===== src/shared/opdec_pkg.sv =====
// shared types, opcodes and cycle counts for the opcode decode slice
package opdec_pkg;

   // ==========================================================
   // carriers
   typedef struct packed {
      logic c;
      logic z;
      logic s;
      logic v;
      logic d;
      logic h;
   } flags_t;

   typedef enum logic [2:0] {
      K_NONE,
      K_AND,
      K_ATOM,
      K_CALL,
      K_CARRY_INV
   } op_kind_t;

   typedef struct packed {
      logic claim;
      op_kind_t kind;
      logic [3:0] cycles;
   } dec_t;

   // ==========================================================
   // opcodes
   localparam logic [7:0] OP_AND_FIRST = 8'h52;
   localparam logic [7:0] OP_AND_LONG_FIRST = 8'h54;
   localparam logic [7:0] OP_AND_LAST = 8'h57;
   localparam logic [7:0] OP_EXT_AND_EXT = 8'h58;
   localparam logic [7:0] OP_EXT_AND_IMM = 8'h59;
   localparam logic [7:0] OP_ATOM = 8'h2f;
   localparam logic [7:0] OP_CALL_IRR = 8'hd4;
   localparam logic [7:0] OP_CALL_DIRECT = 8'hd6;
   localparam logic [7:0] OP_CARRY_INV = 8'hef;

   // ==========================================================
   // fetch and execution cycles
   localparam logic [3:0] FETCH_AND_SHORT = 4'h2;
   localparam logic [3:0] FETCH_AND_LONG = 4'h3;
   localparam logic [3:0] EXEC_AND_DIRECT = 4'h3;
   localparam logic [3:0] EXEC_AND_INDIRECT = 4'h4;
   localparam logic [3:0] FETCH_EXT_AND = 4'h4;
   localparam logic [3:0] EXEC_EXT_AND = 4'h3;
   localparam logic [3:0] FETCH_ATOM = 4'h1;
   localparam logic [3:0] EXEC_ATOM = 4'h2;
   localparam logic [3:0] FETCH_CALL_IRR = 4'h2;
   localparam logic [3:0] EXEC_CALL_IRR = 4'h6;
   localparam logic [3:0] FETCH_CALL_DIRECT = 4'h3;
   localparam logic [3:0] EXEC_CALL_DIRECT = 4'h3;
   localparam logic [3:0] FETCH_CARRY_INV = 4'h1;
   localparam logic [3:0] EXEC_CARRY_INV = 4'h2;

   // ==========================================================
   // other values
   localparam logic [1:0] GUARD_COUNT = 2'h3;
   localparam logic [15:0] CALL_STACK_DEC = 16'h0002;

   // ==========================================================
   // opcode classification
   function automatic dec_t decode_op(input logic [7:0] op);
      dec_t d;
      d = '{claim: 1'b1, kind: K_NONE, cycles: 4'h0};
      if (op >= OP_AND_FIRST && op <= OP_AND_LAST) begin
         d.kind = K_AND;
         d.cycles = ((op < OP_AND_LONG_FIRST) ? FETCH_AND_SHORT
                     : FETCH_AND_LONG)
                    + (op[0] ? EXEC_AND_INDIRECT : EXEC_AND_DIRECT);
      end else begin
         case (op)
            OP_EXT_AND_EXT, OP_EXT_AND_IMM: begin
               d.kind = K_AND;
               d.cycles = FETCH_EXT_AND + EXEC_EXT_AND;
            end
            OP_ATOM: begin
               d.kind = K_ATOM;
               d.cycles = FETCH_ATOM + EXEC_ATOM;
            end
            OP_CALL_IRR: begin
               d.kind = K_CALL;
               d.cycles = FETCH_CALL_IRR + EXEC_CALL_IRR;
            end
            OP_CALL_DIRECT: begin
               d.kind = K_CALL;
               d.cycles = FETCH_CALL_DIRECT + EXEC_CALL_DIRECT;
            end
            OP_CARRY_INV: begin
               d.kind = K_CARRY_INV;
               d.cycles = FETCH_CARRY_INV + EXEC_CARRY_INV;
            end
            default: begin
               d.claim = 1'b0;
            end
         endcase
      end
      return d;
   endfunction

endpackage

===== src/logic/atomic_guard.sv =====
// holds off interrupt and dma requests for a run of instructions
`timescale 1ns/1ps
module atomic_guard
   import opdec_pkg::*;
(
   input wire logic sys_clk,
   input wire logic rst,
   input wire logic start,
   input wire logic instr_retire,
   output logic irq_dma_block
);

   // ==========================================================
   // instruction counter
   logic [1:0] left_r;
   logic [1:0] left_nxt;
   logic block_r;
   logic block_nxt;

   always_comb begin
      left_nxt = left_r;
      if (start) begin
         left_nxt = GUARD_COUNT; // RQ3
      end else if (instr_retire && left_r != 2'h0) begin
         left_nxt = left_r - 2'h1; // RQ3
      end
      // registered copy keeps the output straight from a flip-flop
      block_nxt = (left_nxt != 2'h0); // RQ3
   end

   always_ff @(posedge sys_clk) begin
      if (rst) begin
         left_r <= 2'h0;
         block_r <= 1'b0;
      end else begin
         left_r <= left_nxt;
         block_r <= block_nxt;
      end
   end

   assign irq_dma_block = block_r;
endmodule


===== src/logic/opcode_slice.sv =====
// decode and execute control for the conjunction, guard, call, carry slice
`timescale 1ns/1ps
// Overview of operation
// [RQ1] opcodes 52..57 perform conjunction, set zero and sign from the result, clear overflow, keep carry, decimal and half-carry.
// [RQ2] opcodes 58 and 59 are the extended-address conjunction, 4 fetch and 3 execution cycles, same flag effects.
// [RQ3] opcode 2f blocks interrupt and dma requests for the next 3 instructions, changes no flag, takes 1 fetch and 2 execution cycles.
// [RQ4] opcodes d4 (2+6 cycles) and d6 (3+3 cycles) call a subroutine and lower the stack pointer by two.
// [RQ5] opcode ef inverts carry only, 1 fetch and 2 execution cycles.
// [RQ6] any other opcode is handed on unchanged and this slice leaves flags and program flow alone.
module opcode_slice
   import opdec_pkg::*;
(
   input wire logic sys_clk,
   input wire logic rst,
   input wire logic op_req,
   input wire logic [7:0] op_code,
   input wire logic [7:0] alu_result,
   input wire flags_t flags_in,
   input wire logic [15:0] stack_pointer_in,
   input wire logic instr_retire,
   output logic op_ready,
   output logic busy,
   output logic done,
   output logic pass_valid,
   output logic [7:0] pass_code,
   output flags_t flags_out,
   output logic flags_we,
   output logic [15:0] stack_pointer_out,
   output logic stack_pointer_we,
   output logic irq_dma_block
);

   // ==========================================================
   // sequence state
   typedef enum {
      S_IDLE,
      S_RUN
   } seq_state_t;

   seq_state_t state_r, state_nxt;
   op_kind_t kind_r, kind_nxt;
   logic [3:0] cnt_r, cnt_nxt;
   logic op_ready_r, op_ready_nxt;
   logic busy_r, busy_nxt;
   logic done_r, done_nxt;
   logic pass_valid_r, pass_valid_nxt;
   logic [7:0] pass_code_r, pass_code_nxt;
   flags_t flags_r, flags_nxt;
   logic flags_we_r, flags_we_nxt;
   logic [15:0] stack_pointer_r, stack_pointer_nxt;
   logic stack_pointer_we_r, stack_pointer_we_nxt;
   logic guard_start;
   dec_t dec;

   always_comb begin
      dec = decode_op(op_code);
      state_nxt = state_r;
      kind_nxt = kind_r;
      cnt_nxt = cnt_r;
      op_ready_nxt = op_ready_r;
      busy_nxt = busy_r;
      done_nxt = 1'b0;
      pass_valid_nxt = 1'b0;
      pass_code_nxt = pass_code_r;
      flags_nxt = flags_r;
      flags_we_nxt = 1'b0;
      stack_pointer_nxt = stack_pointer_r;
      stack_pointer_we_nxt = 1'b0;
      guard_start = 1'b0;
      case (state_r)
         S_IDLE: begin
            if (op_req) begin
               if (dec.claim) begin
                  state_nxt = S_RUN;
                  kind_nxt = dec.kind;
                  cnt_nxt = dec.cycles - 4'h1; // RQ2
                  op_ready_nxt = 1'b0;
                  busy_nxt = 1'b1;
               end else begin
                  pass_valid_nxt = 1'b1; // RQ6
                  pass_code_nxt = op_code; // RQ6
               end
            end
         end
         S_RUN: begin
            if (cnt_r != 4'h0) begin
               cnt_nxt = cnt_r - 4'h1;
            end else begin
               state_nxt = S_IDLE;
               op_ready_nxt = 1'b1;
               busy_nxt = 1'b0;
               done_nxt = 1'b1;
               case (kind_r)
                  K_AND: begin
                     flags_nxt = flags_in; // RQ1
                     flags_nxt.z = (alu_result == 8'h00); // RQ1
                     flags_nxt.s = alu_result[7]; // RQ1
                     flags_nxt.v = 1'b0; // RQ1
                     flags_we_nxt = 1'b1;
                  end
                  K_CARRY_INV: begin
                     flags_nxt = flags_in;
                     flags_nxt.c = ~flags_in.c; // RQ5
                     flags_we_nxt = 1'b1;
                  end
                  K_CALL: begin
                     stack_pointer_nxt = stack_pointer_in
                                         - CALL_STACK_DEC; // RQ4
                     stack_pointer_we_nxt = 1'b1;
                  end
                  K_ATOM: begin
                     guard_start = 1'b1; // RQ3
                  end
                  default: begin
                  end
               endcase
            end
         end
         default: begin
            state_nxt = S_IDLE;
            op_ready_nxt = 1'b1;
            busy_nxt = 1'b0;
         end
      endcase
   end

   always_ff @(posedge sys_clk) begin
      if (rst) begin
         state_r <= S_IDLE;
         kind_r <= K_NONE;
         cnt_r <= 4'h0;
         op_ready_r <= 1'b1;
         busy_r <= 1'b0;
         done_r <= 1'b0;
         pass_valid_r <= 1'b0;
         pass_code_r <= 8'h00;
         flags_r <= '0;
         flags_we_r <= 1'b0;
         stack_pointer_r <= 16'h0000;
         stack_pointer_we_r <= 1'b0;
      end else begin
         state_r <= state_nxt;
         kind_r <= kind_nxt;
         cnt_r <= cnt_nxt;
         op_ready_r <= op_ready_nxt;
         busy_r <= busy_nxt;
         done_r <= done_nxt;
         pass_valid_r <= pass_valid_nxt;
         pass_code_r <= pass_code_nxt;
         flags_r <= flags_nxt;
         flags_we_r <= flags_we_nxt;
         stack_pointer_r <= stack_pointer_nxt;
         stack_pointer_we_r <= stack_pointer_we_nxt;
      end
   end

   // ==========================================================
   // guard counter
   atomic_guard u_guard (
      .sys_clk(sys_clk),
      .rst(rst),
      .start(guard_start),
      .instr_retire(instr_retire),
      .irq_dma_block(irq_dma_block)
   );

   assign op_ready = op_ready_r;
   assign busy = busy_r;
   assign done = done_r;
   assign pass_valid = pass_valid_r;
   assign pass_code = pass_code_r;
   assign flags_out = flags_r;
   assign flags_we = flags_we_r;
   assign stack_pointer_out = stack_pointer_r;
   assign stack_pointer_we = stack_pointer_we_r;
endmodule


===== config.mk =====
export PLATFORM = sky130hd
export DESIGN_NAME = opcode_slice
export DESIGN_NICKNAME = d
export VERILOG_FILES = /design/src/shared/opdec_pkg.sv /design/src/logic/atomic_guard.sv /design/src/logic/opcode_slice.sv
export SDC_FILE = /design/constraint.sdc
export NUM_CORES = 1
export LEC_CHECK = 0
export BUFFER_PORTS_ARGS = -buffer_cell sky130_fd_sc_hd__buf_4
export CAP_MARGIN = 20
export CORE_AREA = 3 3 99 77
export DETAILED_ROUTE_END_ITERATION = 10
export DIE_AREA = 0 0 102 80
export PLACE_DENSITY = 0.61
export REMOVE_ABC_BUFFERS = 1
export SETUP_SLACK_MARGIN = 0.02
export SYNTH_ARGS = -nofsm -noshare
export SYNTH_HDL_FRONTEND = slang
export SYNTH_SLANG_ARGS = --single-unit
export TNS_END_PERCENT = 100

===== constraint.sdc =====
create_clock -name sys_clk -period 1.8 [get_ports sys_clk]
set_clock_uncertainty 0.2 [all_clocks]
set_input_delay 0.09 -clock sys_clk [delete_from_list [all_inputs] [get_ports sys_clk]]
set_output_delay 0.09 -clock sys_clk [all_outputs]
set_load 0.01 [all_outputs]

==> results of run 1 <==
flip-flops by register name, indices dropped and copies added (netlist names):
name                   cells
flags_out                  6
stack_pointer_out         16
busy                       1
u_guard.irq_dma_block      1
kind_r                     3
op_ready                   1
cnt_r                      4
pass_code                  8
flags_we                   1
done                       1
u_guard.left_r             2
pass_valid                 1
stack_pointer_we           1
metrics by stage:
stage               hold WS, ns  instances
global route             0.0274        495
global placement          0.126        453
detailed placement        0.135        453
finish                   0.0143        495
CTS                     0.00237        492
floorplan               -0.0454        246
worst max-delay path: cells and delay by family (launching register included):
family | cells | cell delay [ns]
AOI/OAI and AO/OA | 1 | 0.05
DFF | 1 | 0.34
and+or+nand+nor | 3 | 0.86
buffers and inverters | 3 | 0.35
synth_stat cells (all sizes together), types with 2 or more instances:
master,instances,area share
nor3b,3,0.0096
dfxtp,46,0.39
a21oi,9,0.019
nor2,43,0.070
o31ai,6,0.021
nand3,4,0.0086
nor4,3,0.017
xnor2,11,0.041
nor2b,9,0.024
or4,4,0.014
and3,2,0.0075
inv,10,0.016
nor3,8,0.019
o21ai,7,0.015
nand2b,2,0.0053
buf,7,0.020
a41oi,2,0.0075
nand2,12,0.019
mux2i,12,0.051
a32oi,2,0.0075
o41ai,2,0.016
a211oi,19,0.065
xor2,6,0.022
clkbuf,5,0.0080
ha,5,0.027
or3b,2,0.0086
cell type report:
class | count | area, um2
clock buffer | 6 | 82.6
fill | 619 | 2890
inverter | 10 | 37.5
multi-input combinational | 190 | 1380
sequential | 46 | 925
tap | 84 | 105
timing repair buffer | 159 | 1350
report_power, final:
| part | internal (mW) | total, mW | switching, mW |
|---|---|---|---|
| sequential | 1.04 | 1.06 | 0.0170 |
| clock | 0.297 | 0.620 | 0.324 |
| combinational | 0.244 | 0.416 | 0.172 |
routing by layer:
layer,GRT usage,vias to the layer above,share of wire
met3,0.0445,6,0.057
met1,0.216,1128,0.48
li1,-,1228,-
met4,0.0433,0,0.0080
met5,0,-,0
met2,0.263,50,0.46
worst max path at each step:
stage          slack [ns]  cells after the start                                 to             startpoint
2_1_floorplan       -0.94                      4          pass_code[0]$_SDFFE_PP0P_      busy$_SDFFE_PP0P_
3_3_place_gp        -0.32                     11              cnt_r[1]$_SDFFE_PP0P_             op_code[2]
3_5_place_dp        -0.36                     11              cnt_r[1]$_SDFFE_PP0P_             op_code[2]
4_1_cts             -0.13                      7  stack_pointer_out[3]$_SDFFE_PP0P_  cnt_r[2]$_SDFFE_PP0P_
5_1_grt             -0.18                      6  stack_pointer_out[0]$_SDFFE_PP0P_  cnt_r[2]$_SDFFE_PP0P_
6_report            -0.12                      7  stack_pointer_out[3]$_SDFFE_PP0P_  cnt_r[2]$_SDFFE_PP0P_
logic make-up (layout without fill, tap and decap cells):
group	after synthesis	count (layout)	share of synthesized area
adder cells (fa/ha/maj)	5	5	0.0267
AND/OR/NAND/NOR	100	100	0.234
XOR/XNOR	17	17	0.0636
buffers and inverters	22	175	0.0444
multiplexers	12	12	0.0513
flip-flops	46	46	0.394
AO/OA/AOI/OAI	56	56	0.186
what timing repair did:
action,CTS,global route
setup buffers,1,2
resized for setup,10,12
cloned,1,2
hold buffers,31,0
pin swaps,3,5
endpoints found under the hold margin,39,0
setup endpoints to repair,22,38
layout by cell type, fill, tap and decap left out, types with 2 or more instances in the layout:
cell type and count:
inv_1 10, o21ai_0 6, nor3_1 6, mux2i_1 12, a211oi_1 13, xnor2_1 11
a211oi_2 6, nand2b_1 2, nand2_1 12, o31ai_1 5, buf_6 3, buf_4 120
dlygate4sd3_1 31, dfxtp_2 3, ha_1 5, or3b_4 2, clkbuf_8 6, nand3_1 4
nor2b_1 8, nor3b_1 2, xor2_1 6, nor2_1 42, or4_1 3, buf_12 4
a32oi_1 2, a21oi_1 9, dfxtp_1 43
==> results.sh, run 1 <==
export IMPL_cap_violations=0
export IMPL_portBuffers=78
export IMPL_ys_ff_latch=46
export IMPL_antennaDiodeCount=0
export IMPL_max_freq_mhz=522
export IMPL_post_route_util=0.573
export IMPL_path_clk_slew_ns=0.08
export IMPL_cts_max_level=2
export IMPL_cp_start_kind="flop"
export IMPL_hold_violations=0
export IMPL_areaGrowthSynthToFinish_pct=65.8
export IMPL_fin_crit_sh=1.06
export IMPL_min_to="flags_out[4]$_SDFFE_PP0P_"
export IMPL_drv_slew=0
export IMPL_rr_startpoint="cnt_r[2]$_SDFFE_PP0P_"
export IMPL_grt_overflow=0
export IMPL_netlist_instances=258
export IMPL_first_pass_iters=6
export IMPL_crit_required_ns=1.77
export IMPL_worst_setup_path_type="flop to flop"
export IMPL_cts_root_buf="clkbuf_8"
export IMPL_nNetsFinal=459
export IMPL_grt_start_max_net_pins=30
export IMPL_die_w_um=102
export IMPL_drive_above_1_share=0.394
export IMPL_die_h_um=80
export IMPL_routed_via_count=2412
export IMPL_tns_ns=-1.33
export IMPL_cp_cell_sequence="or3b_4 -> nor3_4 -> and4b_2 -> buf_4 -> buf_12 -> buf_6 -> a211oi_1"
export IMPL_final_area_um2=3880
export IMPL_placed_area_um2=3350
export IMPL_routed_wl_um=6630
export IMPL_path_max_fanout=8
export IMPL_period_minus_slack_ns=1.92
export IMPL_worst_r2r_cell_count=7
export IMPL_drc=0
export IMPL_initial_core_util=0.346
export IMPL_relSlewSlack=0.704
export IMPL_irDropWorstVdd_v=0.000242
export IMPL_violations="setup timing"
export IMPL_async_reset_ff_frac=0
export IMPL_min_from="alu_result[2]"
export IMPL_routedWlPerCell_um=13.4
export IMPL_vias_per_cell=4.87
export IMPL_crit_slowest_cell="or3b_4"
export IMPL_ioPinCount=79
export IMPL_p_leak_nw=1.62
export IMPL_crit_path_end_kind="flop"
export IMPL_synth_edf_count=0
export IMPL_netlist_area_um2=2340
export IMPL_cts_sinks=46
export IMPL_crit_arrival_ns=1.89
export IMPL_clk_path_buf_depth=2
export IMPL_grt_util_all_layers=0.164
export IMPL_ff2ff_setup_slack_ns=-0.12
export IMPL_detail_route_antenna_nets=0
export IMPL_antenna_found_initial=0
export IMPL_status="finished, violations left"
export IMPL_rsz0062_at_grt="yes"
export IMPL_power_density_nw_per_um2=541
export IMPL_syn_area_per_cell_um2=9.07
export IMPL_hold_path_cell_count=5
export IMPL_synth_distinct_cells=56
export IMPL_dp_final_hpwl_um=4560
export IMPL_setup_viol=19
export IMPL_hp_class="input port to flop"
export IMPL_first_global_vias=2364
export IMPL_gp_congestion=0.869
export IMPL_power_mw=2.10
export IMPL_dieArea_um2=8160
export IMPL_worst_pin_slew_ns=0.442
export IMPL_core_area_um2=6770
export IMPL_dr_first_iter_drc_count=58
export IMPL_cts_tree="yes"
export IMPL_finalWorstSetupSlack_ns=-0.115
export IMPL_clock_latency_ns=0.29
export IMPL_slowest_delay_ns=0.42
export IMPL_ys_warn_count=0
export IMPL_synth_main_ff_cell="dfxtp_1"
export IMPL_cts_made_buffers=5
export IMPL_rows=26
export IMPL_ys_seq_area_frac=0.394
export IMPL_timing_rr_end="stack_pointer_out[3]$_SDFFE_PP0P_"
export IMPL_place_ws_ns=-0.356
export IMPL_grt_first_pass_wirelength_um=10800
(Power assumes the default switching activity.)
==> run 2: changes to the inputs <==
Settings changed: PLACE_DENSITY 0.61 to 0.59.
Clock period 1.8 ns to 1.97 ns, I/O delays scaled along.
==> results.sh, run 2 (same netlist as run 1, synthesis figures left out) <==
export IMPL_status="finished clean"
export IMPL_drc=0
export IMPL_cts_tree="yes"
export IMPL_hold_violations=0
export IMPL_grt_util_all_layers=0.162
export IMPL_cap_violations=0
export IMPL_dieArea_um2=8160
export IMPL_portBuffers=78
export IMPL_max_freq_mhz=517
export IMPL_power_density_nw_per_um2=513
export IMPL_relSlewSlack=0.661
export IMPL_crit_slowest_cell="or3b_4"
export IMPL_dr_first_iter_drc_count=39
export IMPL_power_mw=1.92
export IMPL_grt_start_max_net_pins=48
export IMPL_vias_per_cell=4.87
export IMPL_seqCellArea_um2=925
export IMPL_setup_viol=0
export IMPL_areaGrowthSynthToFinish_pct=60.1
export IMPL_nNetsFinal=444
export IMPL_tns_ns=0
export IMPL_layout_commonest_cell="buf_4"
export IMPL_drive_above_1_share=0.367
export IMPL_drv_slew=0
export IMPL_pwr_share_comb=0.186
export IMPL_post_route_util=0.553
export IMPL_initial_core_util=0.346
export IMPL_die_h_um=80
export IMPL_die_w_um=102
export IMPL_power_switching_mw=0.474
export IMPL_crit_arrival_ns=1.91
export IMPL_grt_first_pass_wirelength_um=10800
export IMPL_holdWs_ns=0.00835
export IMPL_first_global_vias=2349
export IMPL_cts_max_level=2
export IMPL_dp_final_hpwl_um=4350
export IMPL_period_minus_slack_ns=1.93
export IMPL_cts_made_buffers=5
export IMPL_hp_class="input port to flop"
export IMPL_p_sw_frac=0.247
export IMPL_routed_via_count=2345
export IMPL_fin_crit_sh=0.981
export IMPL_path_clk_slew_ns=0.08
export IMPL_first_pass_iters=4
export IMPL_path_max_fanout=8
export IMPL_largest_reg_flops=16
export IMPL_slowest_delay_ns=0.42
export IMPL_antenna_found_initial=0
export IMPL_clock_latency_ns=0.29
export IMPL_cp_cell_sequence="or3b_4 -> nor3_4 -> and4b_4 -> buf_12 -> mux2i_1 -> nor2_1"
export IMPL_clk_path_buf_depth=2
export IMPL_rows=26
export IMPL_power_frac_seq=0.506
export IMPL_grt_overflow=0
export IMPL_antennaDiodeCount=0
export IMPL_cts_sinks=46
export IMPL_routed_wl_um=6350
export IMPL_final_cell_mix="110 x buf_4, 43 x dfxtp_1, 42 x nor2_1, 28 x dlygate4sd3_1, 17 x a211oi_1"
export IMPL_final_area_um2=3740
export IMPL_ioPinCount=79
export IMPL_placed_area_um2=3260
export IMPL_crit_path_end_kind="flop"
export IMPL_core_area_um2=6770
export IMPL_worst_setup_path_type="flop to flop"
export IMPL_cts_root_buf="clkbuf_8"
export IMPL_detail_route_antenna_nets=0
export IMPL_multi_input_area_um2=1350
export IMPL_p_leak_nw=1.54
export IMPL_routedWlPerCell_um=13.2
export IMPL_crit_required_ns=1.94
export IMPL_p_int_mw=1.45
export IMPL_worst_pin_slew_ns=0.508
export IMPL_irDropWorstVdd_v=0.000242
export IMPL_gp_congestion=0.845
export IMPL_rsz0062_at_grt="yes"
export IMPL_cp_start_kind="flop"
export IMPL_clockPowerShare=0.308
export IMPL_fill_cells=635
run 2: changes by cell type in the layout (fill, tap and decap cells not counted), moves of 2 or more:
| cell | before | now |
|---|---|---|
| buf_4 | 120 | 110 |
| a211oi_1 | 13 | 17 |
| a211oi_2 | 6 | 2 |
| dlygate4sd3_1 | 31 | 28 |
| buf_16 | 0 | 2 |
| buf_6 | 3 | 1 |
run 2: repair_timing:
action,4_1_cts,5_1_grt
setup buffers,2,1
gates resized for setup,8,6
hold buffers,28,0
endpoints found under the hold margin,26,0
gates cloned,2,0
pin swaps,3,4
setup endpoints to repair,3,25
run 2: path summary, 6_finish.rpt:
check	cells past startpoint	slack, ns	startpoint	endpoint
setup / recovery	6	0.04	cnt_r[1]$_SDFFE_PP0P_	stack_pointer_out[0]$_SDFFE_PP0P_
hold reg to reg	2	0.29	flags_out[2]$_SDFFE_PP0P_	flags_out[2]$_SDFFE_PP0P_
hold / removal	4	0.008	op_code[6]	pass_code[6]$_SDFFE_PP0P_
setup reg to reg	6	0.04	cnt_r[1]$_SDFFE_PP0P_	stack_pointer_out[0]$_SDFFE_PP0P_
run 2: worst max-delay path, delay by kind of cell (launching register included):
kind,cells,cell delay [ns]
buf+inv,1,0.14
flops,1,0.34
mux,1,0.19
simple gates,4,0.93
run 2: layout make-up:
type                            instances  area share
Inverter                               10      0.0100
Clock buffer                            7      0.0231
Timing Repair Buffer                  144       0.329
Sequential cell                        46       0.247
Multi-Input combinational cell        190       0.362
Clock inverter                          1     0.00134
Tap cell                               84      0.0281
run 2: layer usage:
| metal | GRT usage | routed length, um |
|---|---|---|
| met3 | 0.0428 | 396 |
| met2 | 0.259 | 2790 |
| met5 | 0 | 0 |
| met1 | 0.217 | 3110 |
| met4 | 0.0354 | 53 |
run 2: metrics by stage:
stage | setup WS (ns) | std cells
after floorplan | -0.772 | 246
after global placement | -0.156 | 441
after detailed placement | -0.187 | 441
after CTS | -0.00447 | 481
after global routing | -0.0335 | 482
final | 0.0365 | 482
run 2: power groups by stage:
stage	Sequential, mW	Combinational [mW]	Clock [mW]
floorplan	0.998	0.120	0
global placement	0.991	0.302	0
detailed placement	0.992	0.307	0
CTS	0.971	0.355	0.621
global route	0.975	0.395	0.662
finish	0.971	0.357	0.592
==> run 3: changes to the inputs <==
Settings changed: CELL_PAD_IN_SITES_DETAIL_PLACEMENT from default to 1, CELL_PAD_IN_SITES_GLOBAL_PLACEMENT from default to 1, PLACE_DENSITY 0.59 to 0.76.
==> results.sh, run 3 (same netlist as run 1, synthesis figures left out) <==
export IMPL_final_cell_count_no_fill=480
export IMPL_dieArea_um2=8160
export IMPL_first_pass_iters=4
export IMPL_fill_cells=785
export IMPL_p_leak_nw=1.55
export IMPL_core_area_um2=6770
export IMPL_final_cell_mix="112 x buf_4, 44 x dfxtp_1, 42 x nor2_1, 27 x dlygate4sd3_1, 16 x a211oi_1"
export IMPL_rsz0062_at_grt="yes"
export IMPL_cap_violations=0
export IMPL_vias_per_cell=5.03
export IMPL_wl_met3_um=511
export IMPL_cts_root_buf="clkbuf_8"
export IMPL_irDropWorstVdd_v=0.000287
export IMPL_largest_reg_flops=16
export IMPL_grt_start_max_net_pins=48
export IMPL_portBuffers=78
export IMPL_cts_tree="yes"
export IMPL_period_minus_slack_ns=1.94
export IMPL_fin_crit_sh=0.986
export IMPL_routedWlPerCell_um=15.9
export IMPL_power_density_nw_per_um2=548
export IMPL_antenna_found_initial=0
export IMPL_wl_met1_um=3340
export IMPL_crit_path_end_kind="flop"
export IMPL_grt_overflow=0
export IMPL_initial_core_util=0.346
export IMPL_dr_first_iter_drc_count=49
export IMPL_wl_met2_um=3780
export IMPL_die_h_um=80
export IMPL_final_area_um2=3740
export IMPL_grt_util_all_layers=0.190
export IMPL_dp_cells=443
export IMPL_routed_via_count=2412
export IMPL_grt_first_pass_wirelength_um=12500
export IMPL_cts_sinks=46
export IMPL_hold_violations=0
export IMPL_areaGrowthSynthToFinish_pct=59.8
export IMPL_dr_max_layer_used="met4"
export IMPL_crit_required_ns=1.98
export IMPL_ioPinCount=79
export IMPL_routed_wl_um=7650
export IMPL_drc=0
export IMPL_worst_setup_path_type="input port to flop"
export IMPL_detail_route_antenna_nets=0
export IMPL_status="finished clean"
export IMPL_placed_area_um2=3260
export IMPL_nNetsFinal=443
export IMPL_post_route_util=0.553
export IMPL_drv_slew=0
export IMPL_power_mw=2.05
export IMPL_cts_made_buffers=5
export IMPL_relSlewSlack=0.651
export IMPL_rows=26
export IMPL_cts_max_level=2
export IMPL_cp_start_kind="input port"
export IMPL_first_global_vias=2516
export IMPL_rr_startpoint="cnt_r[1]$_SDFFE_PP0P_"
export IMPL_die_w_um=102
export IMPL_dp_final_hpwl_um=5110
export IMPL_clock_latency_ns=0.30
export IMPL_setup_viol=0
export IMPL_path_clk_slew_ns=0.09
export IMPL_drive_above_1_share=0.371
export IMPL_antennaDiodeCount=0
export IMPL_worst_pin_slew_ns=0.523
export IMPL_gp_congestion=0.806
export IMPL_hp_class="input port to flop"
export IMPL_startpoint="stack_pointer_in[11]"
export IMPL_crit_arrival_ns=1.95
export IMPL_clk_path_buf_depth=2
export IMPL_layout_commonest_cell="buf_4"
export IMPL_max_freq_mhz=515
export IMPL_path_max_fanout=4
export IMPL_multi_input_area_um2=1370
export IMPL_seqCellArea_um2=923
export IMPL_min_from="op_code[6]"
-- run 3: area by class of cell --
type                    count  share of cell area
flip-flops and latches     46               0.247
well taps                  84              0.0281
repair buffers            143               0.318
multi-input cells         190               0.366
inverters                  10              0.0100
clock buffers               6              0.0221
clock inverters             1             0.00803
-- run 3: what timing repair did --
item | CTS | global route
endpoints found under the hold margin | 26 | 0
gates cloned | 1 | 0
setup endpoints to repair | 16 | 26
hold buffers | 27 | 0
pin swaps | 1 | 5
buffers inserted | 2 | 0
gates resized for setup | 5 | 9
-- run 3: path summary, 6_finish.rpt --
| check | end | slack (ns) | depth (start not counted) |
|---|---|---|---|
| setup / recovery | stack_pointer_out[14]$_SDFFE_PP0P_ | 0.03 | 6 |
| hold / removal | pass_code[6]$_SDFFE_PP0P_ | 0.007 | 4 |
| setup reg to reg | stack_pointer_out[0]$_SDFFE_PP0P_ | 0.04 | 6 |
| hold reg to reg | op_ready$_SDFFE_PP1P_ | 0.28 | 1 |
-- run 3: power by group --
group / total (mW) / leakage (nW) / switching, mW / internal, mW
sequential: 0.970 / 0.374 / 0.0158 / 0.954
combinational: 0.362 / 1.12 / 0.158 / 0.205
clock: 0.717 / 0.0573 / 0.311 / 0.406
total: 2.05 / 1.55 / 0.484 / 1.57
-- run 3: stage by stage --
step                      hold WS, ns  setup slack [ns]  setup TNS, ns
after global placement          0.133            -0.154          -1.58
after CTS                    0.000587            0.0325              0
after global routing           0.0271           -0.0369        -0.0798
after floorplan               -0.0369            -0.772         -16.38
after detailed placement        0.157            -0.217          -2.17
final                         0.00675            0.0269              0
-- run 3: routing by layer --
layer | vias up | GRT usage
met5 | - | 0
met3 | 5 | 0.0611
met2 | 56 | 0.329
met4 | 0 | 0.0315
met1 | 1153 | 0.235
li1 | 1198 | -
-- run 3: critical path, cell delays in order --
cell	delay (ns)
dlygate4sd3_1	0.54
buf_4	0.16
or4_1	0.61
nor2b_1	0.19
xnor2_1	0.09
a211oi_1	0.26
